--- config.mk ---
export PLATFORM = sky130hd
export DESIGN_NAME = dram_ctrl
export DESIGN_NICKNAME = d
export VERILOG_FILES = /design/src/hw/dram_pkg.sv /design/src/hw/refresh_if.sv /design/src/hw/refresh_sched.sv /design/src/hw/dram_ctrl.sv
export SDC_FILE = /design/constraint.sdc
export NUM_CORES = 1
export LEC_CHECK = 0
export BUFFER_PORTS_ARGS = -buffer_cell sky130_fd_sc_hd__buf_2
export CAP_MARGIN = 20
export CORE_MARGIN = 2
export CORE_UTILIZATION = 30
export CTS_BUF_LIST = sky130_fd_sc_hd__clkbuf_4 sky130_fd_sc_hd__clkbuf_8
export DETAILED_ROUTE_END_ITERATION = 10
export PLACE_DENSITY_LB_ADDON = 0.1
export REMOVE_ABC_BUFFERS = 1
export SLEW_MARGIN = 20
export SYNTH_ARGS = -nofsm -noshare
export SYNTH_HDL_FRONTEND = slang
export SYNTH_SLANG_ARGS = --single-unit
export TNS_END_PERCENT = 30
--- constraint.sdc ---
create_clock -name clock -period 5.4 [get_ports clock]
set_clock_uncertainty 0.15 [all_clocks]
set_input_delay 1.62 -clock clock [delete_from_list [all_inputs] [get_ports clock]]
set_output_delay 1.62 -clock clock [all_outputs]
set_load 0.005 [all_outputs]
--- src/hw/dram_pkg.sv ---
// constants, types and reset values of the strobe-driven dram controller
//
// Behaviour
// - row address set up, row strobe low, row held, then column and column strobe.
// - page mode keeps the row strobe low and pulses the column strobe per access.
// - write strobe before column strobe is early write, data valid at that edge.
// - with early writes only, data in and data out may share one wire.
// - each of the 128 rows is refreshed at least once every two milliseconds.
// - eight refreshing cycles are issued after power-up before normal use.
// - on a supply fault both strobes are driven to their inactive high level.
package dram_pkg;

  localparam int ROW_W      = 7;
  localparam int ADDR_W     = 14;
  localparam int ROW_LSB    = 7;
  localparam int ROWS       = 128;
  localparam int CLK_MHZ    = 50;
  localparam int CNT_W      = 8;
  localparam int RAS_TIME_W = 10;
  localparam int REF_CNT_W  = 10;

  // device timing in ns, slowest speed grade
  localparam int RAH_NS     = 35;
  localparam int CP_NS      = 100;
  localparam int RP_NS      = 150;
  localparam int RAS_NS     = 250;
  localparam int CAC_NS     = 165;
  localparam int RAC_NS     = 250;
  localparam int RAS_MAX_NS = 10000;
  localparam int REF_WIN_US = 2000;
  localparam int INIT_REFRESHES = 8;
  // three sync stages plus the agreement filter
  localparam int SYNC_LAT   = 4;

  function automatic int cyc_up(input int ns);
    cyc_up = (ns * CLK_MHZ + 999) / 1000;
  endfunction

  function automatic int cyc_down(input int ns);
    cyc_down = (ns * CLK_MHZ) / 1000;
  endfunction

  localparam int ROW_HOLD_I  = cyc_up(RAH_NS);
  localparam int CP_I        = cyc_up(CP_NS);
  localparam int RP_I        = cyc_up(RP_NS);
  localparam int RAS_I       = cyc_up(RAS_NS);
  // row strobe fall to column strobe fall
  localparam int RCD_I       = ROW_HOLD_I + 1;
  // read data settles on the later of the row and column access times
  localparam int ACC_I       = (cyc_up(RAC_NS) - RCD_I > cyc_up(CAC_NS))
                               ? cyc_up(RAC_NS) - RCD_I : cyc_up(CAC_NS);
  localparam int CAS_HOLD_I  = ACC_I + SYNC_LAT;
  localparam int RAS_MAX_I   = cyc_down(RAS_MAX_NS);
  localparam int PAGE_CYC_I  = CP_I + CAS_HOLD_I + 2;
  localparam int REF_ROW_I   = (REF_WIN_US * CLK_MHZ) / ROWS;
  // worst wait from a pending refresh to its row strobe
  localparam int REF_LAT_I   = 64;

  localparam logic [CNT_W-1:0] ROW_HOLD_LD = CNT_W'(ROW_HOLD_I - 1);
  localparam logic [CNT_W-1:0] CP_LD       = CNT_W'(CP_I - 1);
  localparam logic [CNT_W-1:0] RP_LD       = CNT_W'(RP_I - 1);
  localparam logic [CNT_W-1:0] RAS_LD      = CNT_W'(RAS_I - 1);
  localparam logic [CNT_W-1:0] CAS_HOLD_LD = CNT_W'(CAS_HOLD_I - 1);
  localparam logic [RAS_TIME_W-1:0] PAGE_LIMIT = RAS_TIME_W'(RAS_MAX_I - PAGE_CYC_I);
  localparam logic [REF_CNT_W-1:0]  REF_TICK_LD = REF_CNT_W'(REF_ROW_I - REF_LAT_I - 1);
  localparam logic [REF_CNT_W-1:0]  REF_ROW_CYC = REF_CNT_W'(REF_ROW_I);
  localparam logic [3:0] INIT_LAST = 4'(INIT_REFRESHES - 1);

  typedef enum logic [2:0] {
    IDLE, SETUP, ROW, COL, CAS_ACT, CAS_PRE, REFRESH, PRECH
  } state_t;

  typedef struct packed {
    state_t                  state;
    logic [CNT_W-1:0]        cnt;
    logic [RAS_TIME_W-1:0]   ras_time;
    logic                    is_ref;
    logic                    is_write;
    logic [ROW_W-1:0]        row;
    logic [ROW_W-1:0]        col;
    logic                    wdata;
    logic                    ras_n;
    logic                    cas_n;
    logic                    we_n;
    logic [ROW_W-1:0]        addr;
    logic                    req_ack;
    logic                    resp_valid;
    logic                    rdata;
    logic [2:0]              dq_sync;
    logic                    dq_filt;
    logic [2:0]              flt_sync;
    logic                    fault;
    logic                    ref_ack;
    logic                    init_done;
  } ctrl_t;

  localparam ctrl_t CTRL_RST = '{state: IDLE, ras_n: 1'b1, cas_n: 1'b1, we_n: 1'b1,
                                 default: '0};

  typedef struct packed {
    logic [REF_CNT_W-1:0] cnt;
    logic                 pending;
    logic [ROW_W-1:0]     row;
    logic [3:0]           init_cnt;
    logic                 init_done;
    logic [REF_CNT_W-1:0] since_ack;
  } sched_t;

  localparam sched_t SCHED_RST = '{cnt: REF_TICK_LD, pending: 1'b1, default: '0};

endpackage

--- src/hw/refresh_if.sv ---
// refresh request and acknowledge between scheduler and strobe sequencer
`timescale 1ns/100ps
interface refresh_if;
  logic                       pending;
  logic [dram_pkg::ROW_W-1:0] row;
  logic                       init_done;
  logic                       ack;

  modport sched (output pending, output row, output init_done, input ack);
  modport ctrl  (input pending, input row, input init_done, output ack);
endinterface

--- src/hw/refresh_sched.sv ---
// refresh timer, row counter and power-up refresh count
`timescale 1ns/100ps
module refresh_sched (
  // clock and reset
  input  wire logic clock,
  input  wire logic rst,
  // sequencer side
  refresh_if.sched  rf
);

  dram_pkg::sched_t r_reg;
  dram_pkg::sched_t r_next;

  always_comb begin
    r_next = r_reg;
    r_next.since_ack = (r_reg.since_ack == '1) ? r_reg.since_ack : r_reg.since_ack + 1'b1;
    if (r_reg.cnt == '0) begin
      r_next.cnt = dram_pkg::REF_TICK_LD;
    end else begin
      r_next.cnt = r_reg.cnt - 1'b1;
    end
    if (rf.ack) begin
      r_next.row       = r_reg.row + 1'b1;
      r_next.since_ack = '0;
      r_next.pending   = 1'b0;
      if (!r_reg.init_done) begin
        r_next.init_cnt = r_reg.init_cnt + 1'b1;
        r_next.pending  = (r_reg.init_cnt != dram_pkg::INIT_LAST);
        r_next.init_done = (r_reg.init_cnt == dram_pkg::INIT_LAST);
      end
    end
    // a tick in the acknowledge cycle still leaves a refresh pending
    if (r_reg.cnt == '0) begin
      r_next.pending = 1'b1;
    end
  end

  always_ff @(posedge clock) begin
    if (rst) begin
      r_reg <= dram_pkg::SCHED_RST;
    end else begin
      r_reg <= r_next;
    end
  end

  assign rf.pending   = r_reg.pending;
  assign rf.row       = r_reg.row;
  assign rf.init_done = r_reg.init_done;

  refresh_gap_a: assert property (@(posedge clock) disable iff (rst)
    r_reg.init_done |-> r_reg.since_ack < dram_pkg::REF_ROW_CYC)
    else $error("row refresh gap too long");

  init_count_a: assert property (@(posedge clock) disable iff (rst)
    $rose(r_reg.init_done) |-> $past(rf.ack) && $past(r_reg.init_cnt) == dram_pkg::INIT_LAST)
    else $error("init done without eight refreshes");

  init_cover_c: cover property (@(posedge clock) disable iff (rst) $rose(r_reg.init_done));

endmodule

--- src/hw/dram_ctrl.sv ---
// strobe sequencer that drives the dynamic memory pins
`timescale 1ns/100ps
module dram_ctrl (
  // clock and reset
  input  wire logic                          clock,
  input  wire logic                          rst,
  // user request
  input  wire logic                          req_valid,
  input  wire logic                          req_write,
  input  wire logic [dram_pkg::ADDR_W-1:0]   req_addr,
  input  wire logic                          req_wdata,
  output logic                               req_ack,
  output logic                               init_done,
  // user response
  output logic                               resp_valid,
  output logic                               resp_rdata,
  // memory pins
  output logic                               ras_n,
  output logic                               cas_n,
  output logic                               we_n,
  output logic [dram_pkg::ROW_W-1:0]         mem_addr,
  output logic                               write_data_in,
  input  wire logic                          read_data_out,
  // supply monitor
  input  wire logic                          supply_fault
);

  dram_pkg::ctrl_t r_reg;
  dram_pkg::ctrl_t r_next;
  refresh_if       rf ();
  logic            page_hit;

  refresh_sched u_sched (
    .clock (clock),
    .rst   (rst),
    .rf    (rf)
  );

  assign rf.ack = r_reg.ref_ack;

  // next access may stay in the open row
  assign page_hit = req_valid && !rf.pending && !r_reg.is_ref
                    && (req_addr[dram_pkg::ADDR_W-1:dram_pkg::ROW_LSB] == r_reg.row)
                    && (r_reg.ras_time < dram_pkg::PAGE_LIMIT);

  always_comb begin
    r_next = r_reg;
    r_next.req_ack    = 1'b0;
    r_next.resp_valid = 1'b0;
    r_next.ref_ack    = 1'b0;
    r_next.init_done  = rf.init_done;
    r_next.dq_sync    = {r_reg.dq_sync[1:0], read_data_out};
    r_next.flt_sync   = {r_reg.flt_sync[1:0], supply_fault};
    if (r_reg.dq_sync[2] == r_reg.dq_sync[1]) begin
      r_next.dq_filt = r_reg.dq_sync[2];
    end
    if (r_reg.flt_sync[2] == r_reg.flt_sync[1]) begin
      r_next.fault = r_reg.flt_sync[2];
    end
    r_next.cnt = (r_reg.cnt == '0) ? r_reg.cnt : r_reg.cnt - 1'b1;
    r_next.ras_time = r_reg.ras_n ? '0 : r_reg.ras_time + 1'b1;
    case (r_reg.state)
      dram_pkg::IDLE: begin
        if (rf.pending) begin
          r_next.is_ref = 1'b1;
          r_next.addr   = rf.row;
          r_next.state  = dram_pkg::SETUP;
        end else if (req_valid && rf.init_done) begin
          r_next.is_ref   = 1'b0;
          r_next.is_write = req_write;
          r_next.row      = req_addr[dram_pkg::ADDR_W-1:dram_pkg::ROW_LSB];
          r_next.col      = req_addr[dram_pkg::ROW_LSB-1:0];
          r_next.wdata    = req_wdata;
          r_next.addr     = req_addr[dram_pkg::ADDR_W-1:dram_pkg::ROW_LSB];
          r_next.req_ack  = 1'b1;
          r_next.state    = dram_pkg::SETUP;
        end
      end
      dram_pkg::SETUP: begin
        r_next.ras_n = 1'b0;
        if (r_reg.is_ref) begin
          r_next.ref_ack = 1'b1;
          r_next.cnt     = dram_pkg::RAS_LD;
          r_next.state   = dram_pkg::REFRESH;
        end else begin
          r_next.cnt   = dram_pkg::ROW_HOLD_LD;
          r_next.state = dram_pkg::ROW;
        end
      end
      dram_pkg::ROW: begin
        if (r_reg.cnt == '0) begin
          r_next.addr  = r_reg.col;
          // write strobe leads the column strobe: early writes only
          r_next.we_n  = !r_reg.is_write;
          r_next.state = dram_pkg::COL;
        end
      end
      dram_pkg::COL: begin
        r_next.cas_n = 1'b0;
        r_next.cnt   = dram_pkg::CAS_HOLD_LD;
        r_next.state = dram_pkg::CAS_ACT;
      end
      dram_pkg::CAS_ACT: begin
        if (r_reg.cnt == '0) begin
          r_next.cas_n      = 1'b1;
          r_next.we_n       = 1'b1;
          r_next.resp_valid = 1'b1;
          r_next.rdata      = r_reg.is_write ? r_reg.wdata : r_reg.dq_filt;
          if (page_hit) begin
            r_next.is_write = req_write;
            r_next.col      = req_addr[dram_pkg::ROW_LSB-1:0];
            r_next.wdata    = req_wdata;
            r_next.req_ack  = 1'b1;
            r_next.cnt      = dram_pkg::CP_LD;
            r_next.state    = dram_pkg::CAS_PRE;
          end else begin
            r_next.ras_n = 1'b1;
            r_next.cnt   = dram_pkg::RP_LD;
            r_next.state = dram_pkg::PRECH;
          end
        end
      end
      dram_pkg::CAS_PRE: begin
        if (r_reg.cnt == '0) begin
          r_next.addr  = r_reg.col;
          r_next.we_n  = !r_reg.is_write;
          r_next.state = dram_pkg::COL;
        end
      end
      dram_pkg::REFRESH: begin
        if (r_reg.cnt == '0) begin
          r_next.ras_n  = 1'b1;
          r_next.is_ref = 1'b0;
          r_next.cnt    = dram_pkg::RP_LD;
          r_next.state  = dram_pkg::PRECH;
        end
      end
      dram_pkg::PRECH: begin
        if (r_reg.cnt == '0) begin
          r_next.state = dram_pkg::IDLE;
        end
      end
      default: begin
        r_next.state = dram_pkg::IDLE;
      end
    endcase
    // supply fault parks every strobe high and aborts the cycle;
    // a full precharge follows so a short fault cannot cut the row strobe high time
    if (r_reg.fault) begin
      r_next.ras_n      = 1'b1;
      r_next.cas_n      = 1'b1;
      r_next.we_n       = 1'b1;
      r_next.is_ref     = 1'b0;
      r_next.req_ack    = 1'b0;
      r_next.resp_valid = 1'b0;
      r_next.ref_ack    = 1'b0;
      r_next.cnt        = dram_pkg::RP_LD;
      r_next.state      = dram_pkg::PRECH;
    end
  end

  always_ff @(posedge clock) begin
    if (rst) begin
      r_reg <= dram_pkg::CTRL_RST;
    end else begin
      r_reg <= r_next;
    end
  end

  assign req_ack       = r_reg.req_ack;
  assign init_done     = r_reg.init_done;
  assign resp_valid    = r_reg.resp_valid;
  assign resp_rdata    = r_reg.rdata;
  assign ras_n         = r_reg.ras_n;
  assign cas_n         = r_reg.cas_n;
  assign we_n          = r_reg.we_n;
  assign mem_addr      = r_reg.addr;
  assign write_data_in = r_reg.wdata;

  row_setup_a: assert property (@(posedge clock) disable iff (rst)
    $fell(r_reg.ras_n) |-> $stable(r_reg.addr) ##1 $stable(r_reg.addr))
    else $error("row address moved around row strobe fall");

  cas_after_ras_a: assert property (@(posedge clock) disable iff (rst)
    $fell(r_reg.cas_n) |-> !r_reg.ras_n && !$past(r_reg.ras_n, 3))
    else $error("column strobe too soon after row strobe");

  early_write_a: assert property (@(posedge clock) disable iff (rst)
    $fell(r_reg.cas_n) && !r_reg.we_n |-> !$past(r_reg.we_n) && $stable(r_reg.wdata))
    else $error("write strobe not ahead of column strobe");

  page_row_a: assert property (@(posedge clock) disable iff (rst)
    r_reg.state == dram_pkg::CAS_PRE && !r_reg.fault |-> !r_reg.ras_n && r_reg.cas_n)
    else $error("row strobe dropped inside page");

  read_we_a: assert property (@(posedge clock) disable iff (rst)
    !r_reg.cas_n && !r_reg.is_write |-> r_reg.we_n)
    else $error("write strobe low in read cycle");

  ras_only_a: assert property (@(posedge clock) disable iff (rst)
    r_reg.state == dram_pkg::REFRESH |-> r_reg.cas_n && r_reg.we_n)
    else $error("refresh cycle with column strobe");

  fault_idle_a: assert property (@(posedge clock) disable iff (rst)
    r_reg.fault |=> r_reg.ras_n && r_reg.cas_n)
    else $error("strobes active during supply fault");

  init_gate_a: assert property (@(posedge clock) disable iff (rst)
    r_reg.req_ack |-> rf.init_done)
    else $error("request taken before power-up refreshes");

  cas_width_a: assert property (@(posedge clock) disable iff (rst)
    $rose(r_reg.cas_n) && !$past(r_reg.fault)
      |-> !$past(r_reg.cas_n, 8) && !$past(r_reg.cas_n, 13))
    else $error("column strobe pulse too short");

  read_cover_c:  cover property (@(posedge clock) disable iff (rst)
    r_reg.resp_valid && !r_reg.is_write);
  write_cover_c: cover property (@(posedge clock) disable iff (rst)
    $fell(r_reg.cas_n) && !r_reg.we_n);
  page_cover_c:  cover property (@(posedge clock) disable iff (rst)
    r_reg.state == dram_pkg::CAS_PRE);
  ref_cover_c:   cover property (@(posedge clock) disable iff (rst)
    r_reg.ref_ack && r_reg.init_done);

endmodule

==> out/metrics.csv, run 1 <==
stage;metric;value;unit
finish;max FFs per register;41;
grt;global route overflow;0;
route;DRC;0;
worst_hold_path;Hold Path Sink;r_next[9]$_SDFF_PP0_;
worst_hold_path;hold depth;1;
finish;area grow syn2layout;12.0;%
setup_path;CP arrival;3290;ps
floorplanning;Core Box Area;12100;um^2
worst_hold_path;hold crit path type;register to register;
clocking;Skew-Pair Late Insertion Delay;380;ps
finish;commonest cells after routing, fill and taps aside;dfxtp_1, nor2_1, nand2_1;
finish;ANT cells;0;
setup_path;type of the worst setup path;input pin to register;
grt;first-pass GRT wire length;14.8;mm
clocking;CTS tree;yes;
place;IO Port Bufs;35;
grt;initial antenna violation count;0;
power_and_ir_drop;Static Leakage;0.00163;uW
synth;Avg Cell Area, Syn;8.69;um^2
setup_path;Worst EP required;5500;ps
timing;Max Slew Vio Count;0;
synth;cell taking the most area after synthesis;dfxtp_1;
finish;share of layout cells above drive strength 1;13.3;%
route;final wirelength;8.88;mm
synth;post-synth top area share;44.7;%
power_and_ir_drop;PD cells;418;nW/um^2
synth;post-synthesis sequential area ratio;44.7;%
route;post-route ant nets;0;
timing;final hold viol count;0;
clocking;TritonCTS Buffers;9;
setup_path;cells on worst reg2reg path;10;
grt;vias in the first global route;2866;
setup_path;CP Cell Sequence;buf_2, or4b_1, nor4_1, nand3_1, a2111oi_0, nor3_1;
synth;synth unique cells;49;
place;GP Congestion;0.755;
worst_hold_path;min-delay src;r_next[8]$_SDFF_PP0_;
place;placed insts;609;
timing;Period Utilization, post-route;59.0;%
job;max-cap viol count;0;
route;drt pass-1 iters;4;
synth;Post-synth EDFFs;0;
power_and_ir_drop;maximum vdd ir drop;160;uV
timing;worst slew pin tran;740;ps
route;Via density;4.72;
timing;total negative setup slack;0;ps
clocking;number of cells upsized or downsized after cts;0;
synth;combinational family with the most area after synthesis;simple AND/OR/NAND/NOR gates;
clocking;clk buf depth;2;
setup_path;slowest stage delay, CP;470;ps
route;DR vias;2947;
synth;compound-cell area share of the yosys netlist;12.2;%
synth;Ys Warns;0;
synth;ranking of synthesized cells by area;dfxtp_1, nor2_1, xor2_1;
clocking;clk root buf;clkbuf_8;
synth;mux cell area share after synthesis;2.96;%
clocking;H-tree depth;3;
synth;Most used DFF post-synth;dfxtp_1;
setup_path;worst r2r src;r_reg[50]$_SDFF_PP0_;
synth;fraction of registers with async set or reset after synthesis;0;%
setup_path;critical path capture point type;register;
clocking;number of hold buffers added after CTS;0;
setup_path;Slowest-stage cell, CP;or4b_1;
synth;simple-gate share of the synthesized area;25.3;%
floorplanning;FP Rows;40;
clocking;clock-pin slew on the worst setup and hold paths;100;ps
timing;Max transition margin;50.4;%
setup_path;worst-path fanout max;4;
timing;FMAX;0.314;GHz
place;Post-DP HPWL;6.15;mm
floorplanning;Initial Utilization;31.1;%
setup_path;R2R Path End;r_reg[50]$_SDFF_PP0_;
floorplanning;Ports;36;
synth;#FFs+latches synth;84;
synth;Syn Inst Count;433;
timing;final worst path period need;3190;ps
route;drt first-iter violations;147;
finish;Finished Layout Cells;625;
route;drt wl/cell;14.2;um
outcome;outcome;finished, final reports clean;
timing;# setup viols final;0;
timing;RSZ-0062 raised after global routing;no;
synth;Synth Cell Area;3760;um^2
setup_path;worst reg-to-reg setup slack;2680;ps
floorplanning;full die area;13400;um^2
finish;commonest non-fill, non-tap cell in the layout;dfxtp_1;
floorplanning;Die Wd;116;um
floorplanning;Die Y;116;um
setup_path;startpoint class of the critical path;input pin;
finish;nets;480;
synth;Synth Area in Adders;2.33;%
clocking;Post-CTS Setup Bufs;0;
grt;Total GRT Usage;14.3;%
clocking;CTS Sinks;84;
grt;largest net degree at the start of global routing;34;
synth;Synth Area in XOR/XNOR;7.92;%
worst max path at each step:
| stage | start | end | depth (start not counted) |
|---|---|---|---|
| 2_1_floorplan | req_valid | r_reg[24]$_SDFFE_PP0P_ | 5 |
| 3_3_place_gp | req_addr[7] | r_reg[29]$_SDFFE_PP0P_ | 6 |
| 3_5_place_dp | req_addr[7] | r_reg[26]$_SDFFE_PP0P_ | 6 |
| 4_1_cts | req_addr[7] | r_reg[26]$_SDFFE_PP0P_ | 6 |
| 5_1_grt | req_valid | r_reg[59]$_SDFFE_PP0P_ | 6 |
| 6_report | req_valid | r_reg[59]$_SDFFE_PP0P_ | 6 |
critical path: cells and delay by family:
kind            cells  cell delay, ps
simple gates        4            1120
buf+inv             1             110
compound gates      1             440
final cells by class:
cell class / instances / area (um^2)
Inverter: 8 / 30.0
Clock inverter: 5 / 42.5
Sequential cell: 84 / 1680
Timing Repair Buffer: 36 / 183
Fill cell: 1337 / 7900
Clock buffer: 11 / 151
Tap cell: 168 / 210
Multi-Input combinational cell: 313 / 1910
kinds of logic (layout without fill, tap and decap cells):
group | after synthesis | count (layout)
DFF | 84 | 84
muxes | 11 | 11
buffers and inverters | 36 | 60
xor gates and xnor gates | 34 | 34
and+or+nand+nor | 188 | 188
AOI/OAI and AO/OA | 73 | 73
adders and majority gates | 7 | 7
layer usage:
| metal | GRT usage [%] | up-vias | share of wire [%] |
|---|---|---|---|
| met5 | 0 | - | 0 |
| met4 | 6.83 | 0 | 2.1 |
| met3 | 3.45 | 13 | 3.4 |
| met2 | 21.5 | 46 | 42 |
| met1 | 19.5 | 1350 | 52 |
| li1 | - | 1538 | - |
power by group:
group	internal, uW	total (uW)	switching [uW]
logic	228	519	290
registers	684	787	103
clock network	197	454	257
total	1110	1760	650
cells in the mapped netlist, drive strengths merged, types with 7 or more instances:
master,count
nand2,39
nor2,63
nand3,10
ha,7
a21oi,24
and3,10
or4,8
mux2i,10
clkbuf,14
xnor2,16
a22o,9
inv,7
o21ai,24
nor3,12
dfxtp,84
xor2,18
nor4,7
nor2b,8
buf,14
through the flow:
step           util (%)  setup slack [ps]  total power, uW  hold slack [ps]  cell area (um^2)
5_1_grt            34.8              1870             1890              323              4210
3_3_place_gp       33.1              1820             1320              272              4010
6_report           34.8              2210             1760              294              4210
2_1_floorplan         -              2120             1160              264              3620
4_1_cts            34.7              2060             1780              298              4210
3_5_place_dp       33.1              1660             1320              275              4010
Note: power is estimated with default switching activity, not from simulation.
==> run 2, diff against run 1 <==
Clock period 5.4 ns to 2.9 ns, I/O delays scaled along.
==> run 2 against run 1 <==
  * Cell area up 2.4%
  * Hold slack better by 6.1 ps
  * Utilization up 0.84 points
  * Global-route usage about the same
  * Critical path depth unchanged
  * Largest cell class unchanged
==> out/metrics.csv, run 2 (synthesized netlist as in run 1, its figures left out) <==
stage;metric;value;unit;change
outcome;outcome;finished, final reports clean;;
route;Via density;4.77;;+1.2%
clocking;CTS Sinks;84;;unchanged
timing;Period Utilization, post-route;87.6;%;
timing;RSZ-0062 raised after global routing;no;;
clocking;clock-pin slew on the worst setup and hold paths;90;ps;about the same
clocking;CTS tree;yes;;
setup_path;CP arrival;2640;ps;-650 ps
grt;first-pass GRT wire length;14.7;mm;-0.61%
timing;Final Worst Setup Slack;360;ps;-1850 ps
place;Setup WS pre-CTS;-12.5;ps;-1670 ps
route;DR vias;3029;;+2.8%
setup_path;type of the worst setup path;input pin to register;;
floorplanning;Die Y;116;um;unchanged
setup_path;worst-path fanout max;4;;unchanged
setup_path;critical path capture point type;register;;
route;drt wl/cell;14.1;um;-0.79%
place;IO Port Bufs;35;;unchanged
floorplanning;full die area;13400;um^2;unchanged
finish;commonest non-fill, non-tap cell in the layout;dfxtp_1;;
grt;initial antenna violation count;0;;unchanged
timing;final hold viol count;0;;unchanged
clocking;Post-CTS Setup Bufs;0;;unchanged
place;GP Congestion;0.758;;+0.48%
power_and_ir_drop;Static Leakage;0.00169;uW;+3.5%
finish;ANT cells;0;;unchanged
floorplanning;Die Wd;116;um;unchanged
place;Post-DP HPWL;6.35;mm;+3.2%
timing;Max transition margin;52.3;%;+1.9 points
timing;FMAX;0.394;GHz;
clocking;number of cells upsized or downsized after cts;0;;unchanged
finish;Finished Layout Cells;635;;+1.6%
floorplanning;Core Box Area;12100;um^2;unchanged
finish;share of layout cells above drive strength 1;15.2;%;+1.9 points
power_and_ir_drop;PD cells;799;nW/um^2;+91%
grt;Total GRT Usage;14.3;%;-0.020 points
clocking;H-tree depth;3;;unchanged
floorplanning;Initial Utilization;31.1;%;unchanged
grt;vias in the first global route;2819;;-1.6%
timing;# setup viols final;0;;unchanged
setup_path;CP Cell Sequence;buf_2, or4b_1, nor4_1, nand3_1, a2111oi_0, nor3_1;;
finish;max FFs per register;41;;unchanged
timing;Max Slew Vio Count;0;;unchanged
finish;commonest cells after routing, fill and taps aside;dfxtp_1, nor2_1, nand2_1;;
clocking;number of hold buffers added after CTS;0;;unchanged
finish;nets;490;;+2.1%
setup_path;Worst EP required;3000;ps;-2500 ps
setup_path;slowest stage delay, CP;500;ps;+30 ps
setup_path;Slowest-stage cell, CP;a2111oi_0;;
clocking;clk buf depth;2;;unchanged
floorplanning;Ports;36;;unchanged
finish;area grow syn2layout;14.7;%;
timing;worst slew pin tran;712;ps;-28.3 ps
route;drt first-iter violations;168;;+14%
route;DRC;0;;unchanged
route;final wirelength;8.95;mm;+0.80%
place;placed insts;619;;+1.6%
worst_hold_path;hold crit path type;register to register;;
route;post-route ant nets;0;;unchanged
grt;global route overflow;0;;unchanged
clocking;clk root buf;clkbuf_8;;
job;max-cap viol count;0;;unchanged
route;drt pass-1 iters;4;;unchanged
clocking;Skew-Pair Late Insertion Delay;370;ps;about the same
floorplanning;FP Rows;40;;unchanged
setup_path;startpoint class of the critical path;input pin;;
power_and_ir_drop;maximum vdd ir drop;353;uV;+120%
timing;final worst path period need;2540;ps;
grt;largest net degree at the start of global routing;41;;+21%
clocking;TritonCTS Buffers;9;;unchanged
run 2: cell types whose count changed in the layout (fill, tap and decap cells not counted):
cell        before  now
buf_4            1   11
bufinv_16        0    2
clkbuf_4         0    1
clkbuf_8        11    9
clkinv_2         0    1
clkinv_4         2    1
clkinvlp_4       1    2
inv_6            2    0
run 2: through the flow:
stage / instance area (um^2) / utilization [%] / hold WS, ps / power (uW) / setup TNS (ps)
after floorplan: 3620 / - / 264 / 2150 / 0
after global placement: 4090 / 33.8 / 279 / 2530 / 0
after detailed placement: 4090 / 33.8 / 281 / 2540 / -12.5
after CTS: 4310 / 35.6 / 303 / 3500 / 0
after global routing: 4310 / 35.6 / 324 / 3710 / 0
final: 4310 / 35.6 / 300 / 3440 / 0
run 2: metal layers:
metal,track usage (%),wire (um)
met1,19.9,4610
met2,21.1,3920
met3,4.97,327
met4,4.05,89
met5,0,0
run 2: final timing paths:
check | from | end | slack [ps] | cells past startpoint
max | req_valid | r_reg[59]$_SDFFE_PP0P_ | 360 | 6
min reg2reg | r_next[8]$_SDFF_PP0_ | r_next[9]$_SDFF_PP0_ | 300 | 1
max reg2reg | r_reg[50]$_SDFF_PP0_ | mem_addr[5]$_SDFFE_PP0P_ | 480 | 7
min | r_next[8]$_SDFF_PP0_ | r_next[9]$_SDFF_PP0_ | 300 | 1
run 2: layout make-up:
type,count,area [um^2]
Inverter,8,30.0
Timing Repair Buffer,46,258
Clock inverter,6,88.8
Fill cell,1328,7800
Tap cell,168,210
Sequential cell,84,1680
Multi-Input combinational cell,313,1910
Clock buffer,10,131
run 2: critical path: cells and delay by family:
family,cells,cell delay [ps]
buffers and inverters,1,100
AOI/OAI and AO/OA,1,500
and+or+nand+nor,4,1170
run 2: report_power, final:
group	switching, uW	total (uW)	internal [uW]
logic	642	1120	476
clock network	435	929	494
registers	123	1400	1270
total	1200	3440	2250
